$ cat src/pkg/scd_pkg.sv
// Purpose: Shared constants for the system clock select and divider block.
// Assumes: 100 MHz system clock, AHB-Lite register access, word-aligned registers.
// Notes:   Offsets are byte addresses; every register takes one 32-bit word.
package scd_pkg;

  // ****************************************
  // Register offsets
  // ****************************************
  localparam logic [7:0] MAIN_CLOCK_MODE_OFS   = 8'h00;
  localparam logic [7:0] CPU_CLOCK_CONTROL_OFS = 8'h04;
  localparam logic [7:0] INTERNAL_OSC_MODE_OFS = 8'h08;
  localparam logic [7:0] OSC_WAIT_SELECT_OFS   = 8'h0C;

  // ****************************************
  // Field positions
  // ****************************************
  localparam int MODE_MAIN_SEL_BIT  = 0;
  localparam int MODE_HS_SEL_BIT    = 1;
  localparam int MODE_OSC_STOP_BIT  = 2;
  localparam int MODE_HS_ACTIVE_BIT = 4;
  localparam int MODE_STOP_BIT      = 5;
  localparam int CPU_DIV_LSB        = 0;
  localparam int CPU_SRC_BIT        = 4;
  localparam int INT_OSC_STOP_BIT   = 0;
  localparam int INT_OSC_STABLE_BIT = 7;
  localparam int WAIT_SEL_LSB       = 0;

  // ****************************************
  // Reset values and encodings
  // ****************************************
  localparam logic [2:0] CPU_DIV_RESET  = 3'h1;
  localparam logic [2:0] CPU_DIV_MAX    = 3'h4;
  localparam logic [2:0] WAIT_SEL_RESET = 3'h5;
  localparam logic [2:0] WAIT_SEL_MAX   = 3'h4;

  // ****************************************
  // Timing
  // ****************************************
  localparam int CLK_PERIOD_NS       = 10;
  localparam int INT_OSC_SETTLE_NS   = 1000;
  localparam int INT_OSC_SETTLE_CYC  = (INT_OSC_SETTLE_NS + CLK_PERIOD_NS - 1) / CLK_PERIOD_NS;
  localparam int INT_OSC_DIV_CYC     = 2;
  localparam int STAB_BASE_CYC       = 256;

  // Stop-mode sequencer.
  typedef enum logic [1:0] {
    SCD_RUN,
    SCD_STOPPED,
    SCD_WAKE_WAIT
  } scd_state_t;

endpackage

$ cat src/verilog/scd_top.sv
// Purpose: Main/peripheral/CPU clock selection, CPU divider and oscillator stop control.
// Assumes: Clocks are represented as one-cycle tick pulses in the clk domain.
// Notes:   The crystal pin is sampled through three flip-flops before use.
//
// How it works
// - With both source select bits at 1 the crystal clock drives main and peripheral ticks.
// - While the crystal clock is main, the peripheral tick can only come from it.
// - With the CPU source select bit at 0 the CPU tick is the divided main tick.
// - Divider codes 0 to 4 give divide by 1, 2, 4, 8, 16, reset is divide by 2, others ignored.
// - The crystal clock stops on the stop instruction or on a 1 in the main stop bit.
// - The stop instruction enters stop mode, halts oscillation and ignores the clock pin.
// - Bit 0 of the internal oscillator register stops the internal oscillator.
// - Bit 7 of the internal oscillator register reports internal oscillator stability.
// - The stability bit goes to 1 once the internal oscillator has settled.
//
// Decided for this implementation: the AHB-Lite interface to the registers and the address map.
`timescale 1ns/10ps
`default_nettype none

module scd_top #(
  parameter int STAB_BASE = scd_pkg::STAB_BASE_CYC
) (
  // Clock and reset.
  input  wire logic        clk,
  input  wire logic        sys_rst,
  // AHB-Lite slave.
  input  wire logic        hsel,
  input  wire logic [7:0]  haddr,
  input  wire logic [1:0]  htrans,
  input  wire logic        hwrite,
  input  wire logic [2:0]  hsize,
  input  wire logic [31:0] hwdata,
  input  wire logic        hready,
  output logic [31:0]      hrdata,
  output logic             hreadyout,
  output logic             hresp,
  // Crystal side.
  input  wire logic        crystal_input,
  output logic             xtal_osc_enable,
  // CPU side.
  input  wire logic        stop_insn,
  input  wire logic        wake_req,
  // Clock tick outputs.
  output logic             main_tick,
  output logic             peri_tick,
  output logic             cpu_tick,
  output logic             stop_mode
);

  // ****************************************
  // Registers
  // ****************************************
  logic        main_clock_select_q, main_clock_select_d;
  logic        high_speed_source_select_q, high_speed_source_select_d;
  logic        main_osc_stop_q, main_osc_stop_d;
  logic [2:0]  cpu_div_q, cpu_div_d;
  logic        cpu_clock_source_select_q, cpu_clock_source_select_d;
  logic        internal_osc_stop_q, internal_osc_stop_d;
  logic [2:0]  osc_stabilize_wait_select_q, osc_stabilize_wait_select_d;
  logic        wr_pend_q, wr_pend_d;
  logic [7:0]  wr_addr_q, wr_addr_d;
  logic [31:0] hrdata_q, hrdata_d;

  // ****************************************
  // Clock logic state
  // ****************************************
  logic        x_s1_q, x_s2_q, x_s3_q;
  logic [$clog2(scd_pkg::INT_OSC_DIV_CYC)-1:0] osc_div_q, osc_div_d;
  logic [$clog2(scd_pkg::INT_OSC_SETTLE_CYC+1)-1:0] settle_q, settle_d;
  logic        internal_osc_stable_q, internal_osc_stable_d;
  logic        src_hs_q, src_hs_d;
  logic [3:0]  div_cnt_q, div_cnt_d;
  logic [2:0]  div_act_q, div_act_d;
  logic [19:0] wait_q, wait_d;
  scd_pkg::scd_state_t state_q, state_d;
  logic        cpu_tick_q, cpu_tick_d;
  logic        sw_gap_q, sw_gap_d;

  logic        addr_ok;
  logic        hs_run;
  logic        xtal_edge;
  logic        int_tick;
  logic        want_hs;
  logic        main_raw;
  logic [3:0]  div_top;

  // The bus always answers at once with OKAY.
  assign hreadyout = 1'b1;
  assign hresp     = 1'b0;
  assign hrdata    = hrdata_q;
  assign addr_ok   = hsel & hready & htrans[1];

  // ****************************************
  // Register file
  // ****************************************

  // Writes land in the data phase; reads sample next-state values so a read
  // straight after a write to the same register sees the new data.
  always_comb begin
    main_clock_select_d         = main_clock_select_q;
    high_speed_source_select_d  = high_speed_source_select_q;
    main_osc_stop_d             = main_osc_stop_q;
    cpu_div_d                   = cpu_div_q;
    cpu_clock_source_select_d   = cpu_clock_source_select_q;
    internal_osc_stop_d         = internal_osc_stop_q;
    osc_stabilize_wait_select_d = osc_stabilize_wait_select_q;
    wr_pend_d                   = addr_ok & hwrite;
    wr_addr_d                   = haddr;
    hrdata_d                    = hrdata_q;
    if (wr_pend_q) begin
      if (wr_addr_q == scd_pkg::MAIN_CLOCK_MODE_OFS) begin
        main_clock_select_d        = hwdata[scd_pkg::MODE_MAIN_SEL_BIT];
        high_speed_source_select_d = hwdata[scd_pkg::MODE_HS_SEL_BIT];
        main_osc_stop_d            = hwdata[scd_pkg::MODE_OSC_STOP_BIT];
      end else if (wr_addr_q == scd_pkg::CPU_CLOCK_CONTROL_OFS) begin
        cpu_clock_source_select_d = hwdata[scd_pkg::CPU_SRC_BIT];
        // Prohibited codes are dropped so the divider never sees them.
        if (hwdata[scd_pkg::CPU_DIV_LSB +: 3] <= scd_pkg::CPU_DIV_MAX) begin
          cpu_div_d = hwdata[scd_pkg::CPU_DIV_LSB +: 3];
        end
      end else if (wr_addr_q == scd_pkg::INTERNAL_OSC_MODE_OFS) begin
        internal_osc_stop_d = hwdata[scd_pkg::INT_OSC_STOP_BIT];
      end else if (wr_addr_q == scd_pkg::OSC_WAIT_SELECT_OFS) begin
        osc_stabilize_wait_select_d = hwdata[scd_pkg::WAIT_SEL_LSB +: 3];
      end
    end
    if (addr_ok & ~hwrite) begin
      hrdata_d = 32'h0000_0000;
      if (haddr == scd_pkg::MAIN_CLOCK_MODE_OFS) begin
        hrdata_d[scd_pkg::MODE_MAIN_SEL_BIT]  = main_clock_select_d;
        hrdata_d[scd_pkg::MODE_HS_SEL_BIT]    = high_speed_source_select_d;
        hrdata_d[scd_pkg::MODE_OSC_STOP_BIT]  = main_osc_stop_d;
        hrdata_d[scd_pkg::MODE_HS_ACTIVE_BIT] = src_hs_q;
        hrdata_d[scd_pkg::MODE_STOP_BIT]      = stop_mode;
      end else if (haddr == scd_pkg::CPU_CLOCK_CONTROL_OFS) begin
        hrdata_d[scd_pkg::CPU_DIV_LSB +: 3] = cpu_div_d;
        hrdata_d[scd_pkg::CPU_SRC_BIT]      = cpu_clock_source_select_d;
      end else if (haddr == scd_pkg::INTERNAL_OSC_MODE_OFS) begin
        hrdata_d[scd_pkg::INT_OSC_STOP_BIT]   = internal_osc_stop_d;
        hrdata_d[scd_pkg::INT_OSC_STABLE_BIT] = internal_osc_stable_q;
      end else if (haddr == scd_pkg::OSC_WAIT_SELECT_OFS) begin
        hrdata_d[scd_pkg::WAIT_SEL_LSB +: 3] = osc_stabilize_wait_select_d;
      end
    end
  end

  // Register state.
  always_ff @(posedge clk) begin
    if (sys_rst) begin
      main_clock_select_q         <= 1'b0;
      high_speed_source_select_q  <= 1'b0;
      main_osc_stop_q             <= 1'b0;
      cpu_div_q                   <= scd_pkg::CPU_DIV_RESET;
      cpu_clock_source_select_q   <= 1'b0;
      internal_osc_stop_q         <= 1'b0;
      osc_stabilize_wait_select_q <= scd_pkg::WAIT_SEL_RESET;
      wr_pend_q                   <= 1'b0;
      wr_addr_q                   <= 8'h00;
      hrdata_q                    <= 32'h0000_0000;
    end else begin
      main_clock_select_q         <= main_clock_select_d;
      high_speed_source_select_q  <= high_speed_source_select_d;
      main_osc_stop_q             <= main_osc_stop_d;
      cpu_div_q                   <= cpu_div_d;
      cpu_clock_source_select_q   <= cpu_clock_source_select_d;
      internal_osc_stop_q         <= internal_osc_stop_d;
      osc_stabilize_wait_select_q <= osc_stabilize_wait_select_d;
      wr_pend_q                   <= wr_pend_d;
      wr_addr_q                   <= wr_addr_d;
      hrdata_q                    <= hrdata_d;
    end
  end

  // ****************************************
  // Sources
  // ****************************************

  // The crystal runs only outside stop mode and while not stopped by software.
  assign hs_run          = (state_q == scd_pkg::SCD_RUN) & ~main_osc_stop_q;
  assign xtal_osc_enable = hs_run;
  // Edges are taken from the second and third stages only.
  assign xtal_edge       = x_s2_q & ~x_s3_q & hs_run;
  assign int_tick        = (osc_div_q == '0) & ~internal_osc_stop_q;
  assign want_hs         = high_speed_source_select_q & main_clock_select_q;
  // Main and peripheral ticks share one source, so the peripheral tick
  // cannot come from elsewhere while the crystal is main.
  // The cycle after a switch stays quiet, so an old and a new tick never abut.
  assign main_raw        = ~sw_gap_q & (src_hs_q ? xtal_edge : int_tick);
  assign main_tick       = main_raw;
  assign peri_tick       = main_raw;
  assign cpu_tick        = cpu_tick_q;
  assign stop_mode       = (state_q != scd_pkg::SCD_RUN);
  assign div_top         = 4'((1 << div_act_q) - 1);

  // Source switch, internal oscillator, settling and divider.
  always_comb begin
    osc_div_d             = osc_div_q + 1'b1;
    settle_d              = settle_q;
    internal_osc_stable_d = internal_osc_stable_q;
    src_hs_d              = src_hs_q;
    div_cnt_d             = div_cnt_q;
    div_act_d             = div_act_q;
    cpu_tick_d            = 1'b0;
    sw_gap_d              = 1'b0;
    if (osc_div_q == $bits(osc_div_q)'(scd_pkg::INT_OSC_DIV_CYC - 1)) begin
      osc_div_d = '0;
    end
    // Stability follows a settle count after each restart.
    if (internal_osc_stop_q) begin
      settle_d              = '0;
      internal_osc_stable_d = 1'b0;
    end else if (settle_q == $bits(settle_q)'(scd_pkg::INT_OSC_SETTLE_CYC)) begin
      internal_osc_stable_d = 1'b1;
    end else begin
      settle_d = settle_q + 1'b1;
    end
    // Switch only as the old source ticks, or if it has died, so no runt appears.
    if ((want_hs != src_hs_q) & (main_raw | (src_hs_q ? ~hs_run : internal_osc_stop_q))) begin
      src_hs_d  = want_hs;
      sw_gap_d  = 1'b1;
      div_cnt_d = '0;
    end else if (main_raw) begin
      if (div_cnt_q >= div_top) begin
        div_cnt_d  = '0;
        div_act_d  = cpu_div_q;
        // A held source select bit or a running wake wait keeps the CPU idle.
        cpu_tick_d = ~cpu_clock_source_select_q & (state_q == scd_pkg::SCD_RUN)
                     & (wait_q == '0);
      end else begin
        div_cnt_d = div_cnt_q + 1'b1;
      end
    end
  end

  // Source state.
  always_ff @(posedge clk) begin
    if (sys_rst) begin
      x_s1_q                <= 1'b0;
      x_s2_q                <= 1'b0;
      x_s3_q                <= 1'b0;
      osc_div_q             <= '0;
      settle_q              <= '0;
      internal_osc_stable_q <= 1'b0;
      src_hs_q              <= 1'b0;
      div_cnt_q             <= 4'h0;
      div_act_q             <= scd_pkg::CPU_DIV_RESET;
      cpu_tick_q            <= 1'b0;
      sw_gap_q              <= 1'b0;
    end else begin
      x_s1_q                <= crystal_input;
      x_s2_q                <= x_s1_q;
      x_s3_q                <= x_s2_q;
      osc_div_q             <= osc_div_d;
      settle_q              <= settle_d;
      internal_osc_stable_q <= internal_osc_stable_d;
      src_hs_q              <= src_hs_d;
      div_cnt_q             <= div_cnt_d;
      div_act_q             <= div_act_d;
      cpu_tick_q            <= cpu_tick_d;
      sw_gap_q              <= sw_gap_d;
    end
  end

  // ****************************************
  // Stop sequencer
  // ****************************************

  // Peripheral shutdown and the wait setting are software's duty beforehand;
  // the wake wait only applies when the crystal feeds the main clock.
  always_comb begin
    state_d = state_q;
    wait_d  = wait_q;
    case (state_q)
      scd_pkg::SCD_RUN: begin
        if (wait_q != '0) begin
          wait_d = wait_q - 1'b1;
        end
        if (stop_insn) begin
          state_d = scd_pkg::SCD_STOPPED;
        end
      end
      scd_pkg::SCD_STOPPED: begin
        if (wake_req) begin
          state_d = scd_pkg::SCD_WAKE_WAIT;
        end
      end
      default: begin
        state_d = scd_pkg::SCD_RUN;
        if (src_hs_q) begin
          // Wait setting chosen before the stop sets the restart delay.
          wait_d = 20'(STAB_BASE << ((osc_stabilize_wait_select_q > scd_pkg::WAIT_SEL_MAX)
                   ? scd_pkg::WAIT_SEL_MAX : osc_stabilize_wait_select_q));
        end
      end
    endcase
  end

  // Sequencer state.
  always_ff @(posedge clk) begin
    if (sys_rst) begin
      state_q <= scd_pkg::SCD_RUN;
      wait_q  <= 20'h00000;
    end else begin
      state_q <= state_d;
      wait_q  <= wait_d;
    end
  end

endmodule // scd_top

`default_nettype wire

$ cat config.mk
export PLATFORM = sky130hd
export DESIGN_NAME = scd_top
export DESIGN_NICKNAME = d
export VERILOG_FILES = /design/src/pkg/scd_pkg.sv /design/src/verilog/scd_top.sv
export SDC_FILE = /design/constraint.sdc
export NUM_CORES = 1
export LEC_CHECK = 0
export ABC_AREA = 1
export BUFFER_PORTS_ARGS = -buffer_cell sky130_fd_sc_hd__buf_2
export CAP_MARGIN = 5
export CORE_MARGIN = 3
export CORE_UTILIZATION = 45
export CTS_BUF_LIST = sky130_fd_sc_hd__clkbuf_8
export DETAILED_ROUTE_END_ITERATION = 10
export GPL_TIMING_DRIVEN = 0
export HOLD_SLACK_MARGIN = 0.02
export MAX_ROUTING_LAYER = met4
export PLACE_DENSITY = 0.65
export SETUP_SLACK_MARGIN = 0.3
export SLEW_MARGIN = 10
export SYNTH_ARGS = -nofsm -noshare
export SYNTH_HDL_FRONTEND = slang
export SYNTH_SLANG_ARGS = --single-unit
$ cat constraint.sdc
create_clock -name clk -period 2.1 [get_ports clk]
set_input_delay 0.21 -clock clk [delete_from_list [all_inputs] [get_ports clk]]
set_output_delay 0.21 -clock clk [all_outputs]
set_load 0.03 [all_outputs]
==> impl_metrics.ini, run 1 <==
[outcome]
status = complete, no violations

[sta]
fmax_mhz = 513.1
worst_pin_slew_ns = 0.7127
hold_ws_ns = 0.06845
fin_worst_skew_ns = 0.01083
finalHoldViolations = 0
finalCriticalPeriod_ns = 1.949
setup_viol_count_final = 0
fin_crit_sh_pct = 92.81
grt_setup_unrepaired = true
finalSetupTns_ns = 0
slew_headroom_pct = 52.48
drv_slew = 0

[final_layout]
diodes = 0
nets = 731
multi_input_area_sq_um = 2210
area_growth_pct = 33.18
layout-drive-gt1-share_pct = 28.49
fillers = 682
seqCellArea_sq_um = 1411

[power_and_ir_drop]
p_leak_nw = 2.416
vdd_drop_max_v = 0.0006077
power_density_nw_per_um2 = 1376

[worst_hold_path]
min_from = haddr[0]
min_path_type = in -> reg
min_to = wr_addr_q[0]
hold_path_depth = 3

[yosys]
synth_warnings = 0
avgSynthCellArea_sq_um = 6.769
ys_seq_area_share_pct = 36.90
syn_area_sq_um = 3797
syn-instance-count = 561
synth.distinct_cells = 35
ys_ff_latch = 70

[critical_path]
cp_data_arrival_time_ns = 2.16
ff2ff_setup_slack_ns = 0.15
required_ns = 2.32
worstPathMaxFanout = 4
r2r_cells = 13
worst-setup-path-type = reg -> reg
end_kind = flop
r2r-start = div_act_q[0]
worstSetupStartpointType = flop
r2r-end = div_act_q[0]

[clock_network]
cts.sinks = 70
cts.clk_slew.worst_paths_ns = 0.08
cts-root-buf = clkbuf_8
clock_latency_ns = 0.35
cts_tree = built
htreeDepth = 3
cts_made_buffers = 9
clock_path_buffers = 2
hold_buffers = 0

[floorplan]
die_h_um = 97.86
die_w_um = 97.86
initial_core_util_pct = 47.66
rows = 32
die_area_sq_um = 9577
core_area_sq_um = 7968
io_pins = 92

[routing]
ant_nets = 0
wl_um = 9725
drt_pass1_iterations = 5
wl_per_cell_um = 12.53
first_iter_violations = 244
routed-via-count = 3837
post-route-drc-count = 0
viasPerCell = 4.945

[placed_design]
place.gp.congestion = 0.8999
hpwl_um = 6284
port-buffer-count = 30

[grt]
grt_max_degree = 12
grtUsageTotal_pct = 19.98
antenna_found_initial = 0
grt_pass1_vias = 3449
grt_pass1_wl_um = 15430
overflow = 0

[run]
maxCapViolations = 0
-- Yosys cell counts, drive strengths merged --
cell type  instances  share of area (%)
dfxtp             70                 37
a211oi             2               0.40
clkinv             2               0.20
or2                2               0.33
inv               77                7.7
buf               31                6.3
o21ai             25                3.3
nor4               1               0.16
nand3             42                5.7
a21oi             35                4.6
o21a               1               0.20
clkbuf             5               0.49
nand2            127                 13
xor2              10                2.3
xnor2              3               0.69
or4                1               0.20
nor2              81                8.6
nor3              20                2.9
o21bai             1               0.20
o31ai              2               0.40
nand4             12                2.4
ha                 9                3.0
conb               2               0.20
-- per-layer routing --
| layer | wire length (um) | global-route usage (%) |
|---|---|---|
| met5 | 0 | - |
| met4 | 295 | 7.668 |
| met3 | 541 | 3.286 |
| met2 | 4479 | 31.83 |
| met1 | 4408 | 25.40 |
-- registers in the layout, indices dropped and copies added, names as in the netlist, 2 cells and up --
signal / flops
osc_stabilize_wait_select_q: 3
cpu_div_q: 3
div_act_q: 3
div_cnt_q: 4
state_q: 2
hrdata: 6
wait_q: 20
settle_q: 7
wr_addr_q: 8
-- cell usage in the layout, fill, tap and decap left out, types with 5 or more instances in the layout --
master,Yosys,routed
nand2_1,124,111
inv_1,75,71
nor2_1,76,68
dfxtp_1,70,62
buf_4,29,53
nand3_1,41,32
a21oi_1,35,29
conb_1,2,28
buf_2,0,28
buf_6,2,19
nor3_1,19,17
o21ai_0,24,15
nand2_2,2,13
nand4_1,11,11
clkbuf_8,0,11
xor2_1,10,10
dfxtp_2,0,8
nor2_4,2,7
ha_1,9,7
nand3_4,0,6
nor2_2,3,6
a21oi_2,0,6
inv_2,1,5
clkbuf_1,5,5
o21ai_2,0,5
o21ai_1,1,5
-- stage by stage --
| step | instances | setup slack, ns | util, % | instance area [sq um] | total power, W |
|---|---|---|---|---|---|
| 2_1_floorplan | 587 | 0.2956 | - | 3905 | 0.003801 |
| 3_3_place_gp | 719 | 0.06018 | 52.50 | 4183 | 0.004196 |
| 3_5_place_dp | 719 | 0.04122 | 52.50 | 4183 | 0.004269 |
| 4_1_cts | 763 | 0.2298 | 59.30 | 4725 | 0.006082 |
| 5_1_grt | 776 | 0.04910 | 63.47 | 5057 | 0.007467 |
| 6_report | 776 | 0.1511 | 63.47 | 5057 | 0.006961 |
-- what timing repair did --
item                       CTS  global route
resized for setup           43            70
pin swaps                   19            27
setup endpoints to repair   28            33
buffers inserted            26            13
gates cloned                 2             0
-- where the power goes --
group / switching [W] / total, W / internal, W
Sequential: 0.000220 / 0.00180 / 0.00158
Clock: 0.000512 / 0.000995 / 0.000483
Combinational: 0.00231 / 0.00416 / 0.00185
Total: 0.00305 / 0.00696 / 0.00392
-- cells by family after synthesis --
group                      after synthesis  synth area share (%)
AOI/OAI and AO/OA                       66                 9.094
xor gates and xnor gates                13                 2.998
adders and majority gates                9                 2.965
buffers and inverters                  115                 14.70
DFF                                     70                 36.90
other                                    2                0.1978
and+or+nand+nor                        286                 33.15
-- area by class of cell --
type / instances / share of cell area [%]
clock buffer: 11 / 2.994
inverter: 79 / 6.259
multi-input combinational: 402 / 43.69
tap: 102 / 2.523
sequential: 70 / 27.91
timing repair buffer: 71 / 10.81
buffer: 36 / 5.270
clock inverter: 5 / 0.5443
-- worst max-delay path: stages, from the launching register on --
cell     delay [ns]
dfxtp_2        0.35
inv_2          0.08
nand3_4        0.08
ha_4           0.17
xnor2_2        0.15
inv_1          0.09
ha_1           0.27
nand2_1        0.08
inv_2          0.05
o21ai_2        0.07
nand3_4        0.13
buf_4          0.16
nand4_1        0.07
nand3_1        0.07
-- how the worst max path moves through the flow --
| stage | start | end | slack (ns) | depth (start not counted) |
|---|---|---|---|---|
| after floorplan | div_act_q[2] | div_cnt_q[0] | 0.30 | 13 |
| after global placement | wait_q[0] | wait_q[13] | 0.06 | 12 |
| after detailed placement | wait_q[0] | wait_q[13] | 0.04 | 12 |
| after CTS | div_act_q[2] | div_act_q[0] | 0.23 | 13 |
| after global routing | div_act_q[0] | div_cnt_q[0] | 0.05 | 13 |
| final | div_act_q[0] | div_act_q[0] | 0.15 | 13 |
(Power assumes the default switching activity.)
==> inputs of run 2 (changes only) <==
--- a/config.mk
+++ b/config.mk
@@ -10,7 +10,7 @@
 export CAP_MARGIN = 5
 export CORE_MARGIN = 3
 export CORE_UTILIZATION = 45
-export CTS_BUF_LIST = sky130_fd_sc_hd__clkbuf_8
+export CTS_BUF_LIST = sky130_fd_sc_hd__clkbuf_2 sky130_fd_sc_hd__clkbuf_4 sky130_fd_sc_hd__clkbuf_8
 export DETAILED_ROUTE_END_ITERATION = 10
 export GPL_TIMING_DRIVEN = 0
 export HOLD_SLACK_MARGIN = 0.02
==> run 2 against run 1 <==
Clock skew is 0.00089 ns lower. Sequential cell count unchanged. Critical path depth unchanged. Highest routed layer unchanged.
==> impl_metrics.ini, run 2 (synthesis results as in run 1) <==
[power_and_ir_drop]
p_leak_nw = 2.414
vdd_drop_max_v = 0.0006058
power_density_nw_per_um2 = 1382

[grt]
grt_pass1_vias = 3450
grt_max_degree = 12
grtUsageTotal_pct = 19.98
antenna_found_initial = 0
grt_pass1_wl_um = 15430
overflow = 0

[clock_network]
htreeDepth = 3
clock_latency_ns = 0.35
cts-root-buf = clkbuf_8
cts.clk_slew.worst_paths_ns = 0.08
cts_made_buffers = 9
cts_tree = built
cts.sinks = 70
hold_buffers = 0
clock_path_buffers = 2

[sta]
finalCriticalPeriod_ns = 1.943
slew_headroom_pct = 54.46
fin_ws_ns = 0.1568
fin_crit_sh_pct = 92.53
worst_pin_slew_ns = 0.6832
grt_setup_unrepaired = true
fmax_mhz = 514.6
setup_viol_count_final = 0
fin_worst_skew_ns = 0.009939
drv_slew = 0
finalHoldViolations = 0
finalSetupTns_ns = 0

[final_layout]
layout-drive-gt1-share_pct = 28.93
top_regs = wait_q: 20 flops, wr_addr_q: 8 flops, settle_q: 7 flops
final_cells = 776
nets = 731
layout_common_cells = nand2_1, inv_1, nor2_1
final_common_cell = nand2_1
largest_register_ffs = 20
area_growth_pct = 33.48
diodes = 0
regMostFlops = wait_q

[placed_design]
hpwl_um = 6284
port-buffer-count = 30
dp.cells = 719
place.gp.congestion = 0.8999
dp_slack_ns = 0.04122

[critical_path]
required_ns = 2.32
cp_data_arrival_time_ns = 2.16
end_kind = flop
worstSetupStartpointType = flop
worst-setup-path-type = reg -> reg
worstPathMaxFanout = 4

[routing]
wl_um = 9672
first_iter_violations = 247
routed-via-count = 3837
ant_nets = 0
wl_per_cell_um = 12.46
viasPerCell = 4.945
drt_pass1_iterations = 5
post-route-drc-count = 0

[floorplan]
die_h_um = 97.86
initial_core_util_pct = 47.66
rows = 32
die_w_um = 97.86
core_area_sq_um = 7968
die_area_sq_um = 9577
io_pins = 92

[outcome]
status = complete, no violations

[run]
maxCapViolations = 0

[worst_hold_path]
min_path_type = in -> reg
==> run 2: changes by cell type in the layout (fill, tap and decap cells not counted) <==
cell,change
clkbuf_4,+3
inv_1,-3
==> run 2: final timing paths <==
check / startpoint / end / slack, ns / cells after the start
min reg2reg: osc_div_q / osc_div_q / 0.42 / 1
min: haddr[0] / wr_addr_q[0] / 0.07 / 3
max reg2reg: div_act_q[0] / div_act_q[0] / 0.16 / 13
max: div_act_q[0] / div_act_q[0] / 0.16 / 13
==> run 2: stage by stage <==
step                util (%)  total power (W)  area, sq um  hold WS [ns]
finish                 63.61         0.007005         5069       0.06992
global route           63.61         0.007519         5069       0.08159
CTS                    59.44         0.006134         4736       0.06404
detailed placement     52.50         0.004269         4183        0.4091
global placement       52.50         0.004196         4183        0.3985
floorplan                  -         0.003801         3905        0.3170
==> run 2: per-layer routing <==
layer | global-route usage (%) | vias up | part of all wire (%)
li1 | - | 1944 | -
met1 | 25.35 | 1726 | 45
met2 | 31.88 | 132 | 46
met3 | 3.286 | 35 | 5.5
met4 | 7.668 | 0 | 3.0
met5 | - | - | 0
==> run 2: critical path, cell delays in order (launching register included) <==
cell and delay, ns:
dfxtp_2 0.35, inv_2 0.08, nand3_4 0.08, ha_4 0.17
xnor2_2 0.15, inv_1 0.09, ha_1 0.27, nand2_1 0.08
inv_2 0.05, o21ai_2 0.07, nand3_4 0.13, buf_4 0.16
nand4_1 0.07, nand3_1 0.07
==> run 2: final cells by class <==
class	instances	area [sq um]
multi-input cells	402	2210
fillers	680	2899
repair buffers	71	546.8
well taps	102	127.6
clock inverters	2	16.27
clock buffers	14	173.9
plain buffers	36	266.5
flip-flops and latches	70	1411
inverters	79	316.6
==> run 2: power breakdown <==
| group | internal (W) | leakage (nW) | switching (W) |
|---|---|---|---|
| sequential | 0.00158 | 0.574 | 0.000220 |
| combinational | 0.00185 | 1.74 | 0.00231 |
| clock | 0.000537 | 0.0972 | 0.000507 |
| total | 0.00397 | 2.41 | 0.00304 |
==> run 2: timing repair <==
| item | CTS | global route |
|---|---|---|
| endpoints found under the setup margin | 28 | 33 |
| gates cloned | 2 | 0 |
| gates resized for setup | 43 | 70 |
| pin swaps | 19 | 27 |
| buffers inserted | 26 | 13 |
==> inputs of run 3 (changes only) <==
--- a/config.mk
+++ b/config.mk
@@ -15,7 +15,7 @@
 export GPL_TIMING_DRIVEN = 0
 export HOLD_SLACK_MARGIN = 0.02
 export MAX_ROUTING_LAYER = met4
-export PLACE_DENSITY = 0.65
+export PLACE_DENSITY = 0.69
 export SETUP_SLACK_MARGIN = 0.3
 export SLEW_MARGIN = 10
 export SYNTH_ARGS = -nofsm -noshare
==> run 3 against run 2 <==
Hold slack worse by 0.0044 ns. Critical path type unchanged. Utilization shrank 0.55 points. Combinational power shrank 1%. Highest routed layer unchanged. Wire length down 1.3%. Non-clock buffer count is 3 lower. Sequential cell count stayed put. Cell area is 0.86% lower.
==> impl_metrics.ini, run 3 (synthesis results as in run 1) <==
[placed_design]
placed_area_sq_um = 4183
hpwl_um = 6401
place.gp.congestion = 0.9040
dp.cells = 719
port-buffer-count = 30

[sta]
worst_pin_slew_ns = 0.7554
finalCriticalPeriod_ns = 1.874
slew_headroom_pct = 49.64
grt_setup_unrepaired = true
fin_worst_skew_ns = 0.006498
drv_slew = 0
finalHoldViolations = 0
fin_crit_sh_pct = 89.25
fmax_mhz = 533.6
setup_viol_count_final = 0
finalSetupTns_ns = 0

[routing]
post-route-drc-count = 0
drt_pass1_iterations = 5
first_iter_violations = 218
routed-via-count = 3805
viasPerCell = 4.922
ant_nets = 0
wl_um = 9542
wl_per_cell_um = 12.34

[critical_path]
r2r_cells = 13
ff2ff_setup_slack_ns = 0.23
required_ns = 2.34
worstSetupStartpointType = flop
cp_slowest_cell = dfxtp_1
critPathCapture = div_act_q[1]
worst-setup-path-type = reg -> reg
r2r-end = div_act_q[1]
path_cells = inv_2 -> nand3_4 -> ha_4 -> xnor2_2 -> inv_2 -> ha_4 -> nand2_2 -> inv_2 -> nand3_2 -> nand3_4 -> nand3_4 -> o21ai_2 -> a21oi_1
end_kind = flop
worstPathMaxFanout = 5
r2r-start = div_act_q[2]
crit_start = div_act_q[2]
cp_data_arrival_time_ns = 2.12
crit_path_max_incr_delay_ns = 0.31

[final_layout]
top_regs = wait_q: 20 flops, wr_addr_q: 8 flops, settle_q: 7 flops
fillers = 703
final_common_cell = nand2_1
area_growth_pct = 32.32
largest_register_ffs = 20
final_cells = 773
layout_common_cells = nand2_1, nor2_1, inv_1
multi_input_area_sq_um = 2228
finalInstanceArea_sq_um = 5025
seqCellArea_sq_um = 1415
nets = 728
layout-drive-gt1-share_pct = 29.21
regMostFlops = wait_q
diodes = 0

[floorplan]
core_area_sq_um = 7968
rows = 32
initial_core_util_pct = 47.66
die_h_um = 97.86
die_w_um = 97.86
die_area_sq_um = 9577
io_pins = 92

[power_and_ir_drop]
p_sw_share_pct = 43.27
power_frac_comb_pct = 59.3
p_int_w = 0.003942
vdd_drop_max_v = 0.0005031
p_clk_share_pct = 14.8
p_seq_share_pct = 26.0
power.switching_w = 0.003008
power_density_nw_per_um2 = 1383
p_leak_nw = 2.396

[clock_network]
cts_made_buffers = 9
cts_tree = built
cts.clk_slew.worst_paths_ns = 0.07
cts-root-buf = clkbuf_8
hold_buffers = 0
cts.sinks = 70
clock_path_buffers = 2
htreeDepth = 3
clock_latency_ns = 0.35

[grt]
antenna_found_initial = 0
grt_pass1_wl_um = 15350
grt_max_degree = 12
grt_pass1_vias = 3495
grtUsageTotal_pct = 19.80
overflow = 0

[run]
maxCapViolations = 0

[worst_hold_path]
min_path_type = in -> reg

[outcome]
status = complete, no violations
[run 3: cell type report]
cell class | count | area share [%]
Sequential cell | 70 | 28.16
Clock inverter | 3 | 0.3735
Inverter | 79 | 6.200
Multi-Input combinational cell | 402 | 44.35
Buffer | 36 | 5.304
Clock buffer | 13 | 3.312
Tap cell | 102 | 2.540
Timing Repair Buffer | 68 | 9.761
[run 3: critical path, delay by kind of cell, from the launching register on]
kind / cells / cell delay (ns)
AND/OR/NAND/NOR: 5 / 0.45
adder cells (fa/ha/maj): 2 / 0.44
flip-flops: 1 / 0.31
buffers and inverters: 3 / 0.25
XOR/XNOR: 1 / 0.16
AO/OA/AOI/OAI: 2 / 0.16
[run 3: metrics by stage]
step / hold slack [ns] / power, W / worst slack [ns] / util (%)
2_1_floorplan: 0.3170 / 0.003801 / 0.2956 / -
3_3_place_gp: 0.3973 / 0.004183 / 0.06669 / 52.50
3_5_place_dp: 0.4015 / 0.004285 / 0.001728 / 52.50
4_1_cts: 0.05938 / 0.006179 / 0.2267 / 59.27
5_1_grt: 0.07558 / 0.007395 / 0.09054 / 63.07
6_report: 0.06555 / 0.006950 / 0.2258 / 63.07
[run 3: what timing repair did]
| item | in CTS | in global routing |
|---|---|---|
| resized for setup | 47 | 61 |
| pin swaps | 19 | 22 |
| setup endpoints to repair | 30 | 33 |
| setup buffers | 25 | 11 |
| gates cloned | 2 | 0 |
[run 3: power groups by stage]
| stage | logic (W) | registers, W | clock network (W) |
|---|---|---|---|
| final | 0.00412 | 0.00180 | 0.00103 |
| after global placement | 0.00241 | 0.00177 | 0 |
| after floorplan | 0.00205 | 0.00175 | 0 |
| after global routing | 0.00447 | 0.00183 | 0.00109 |
| after detailed placement | 0.00251 | 0.00178 | 0 |
| after CTS | 0.00337 | 0.00177 | 0.00104 |
[run 3: worst min path at each step]
stage,cells past startpoint,endpoint,from,slack (ns)
global placement,2,x_s2_q,x_s1_q,0.40
detailed placement,2,x_s2_q,x_s1_q,0.40
finish,3,x_s1_q,crystal_input,0.07
global route,3,x_s1_q,crystal_input,0.08
CTS,3,wr_addr_q[0],haddr[0],0.06
floorplan,2,wr_addr_q[0],haddr[0],0.32
[run 3: layer usage]
layer  up-vias  track usage (%)  wire, um
met2       120            31.68      4503
met1      1735            24.45      4243
met3        18            4.857       642
met5         -                -         0
li1       1932                -         -
met4         0            6.709       153
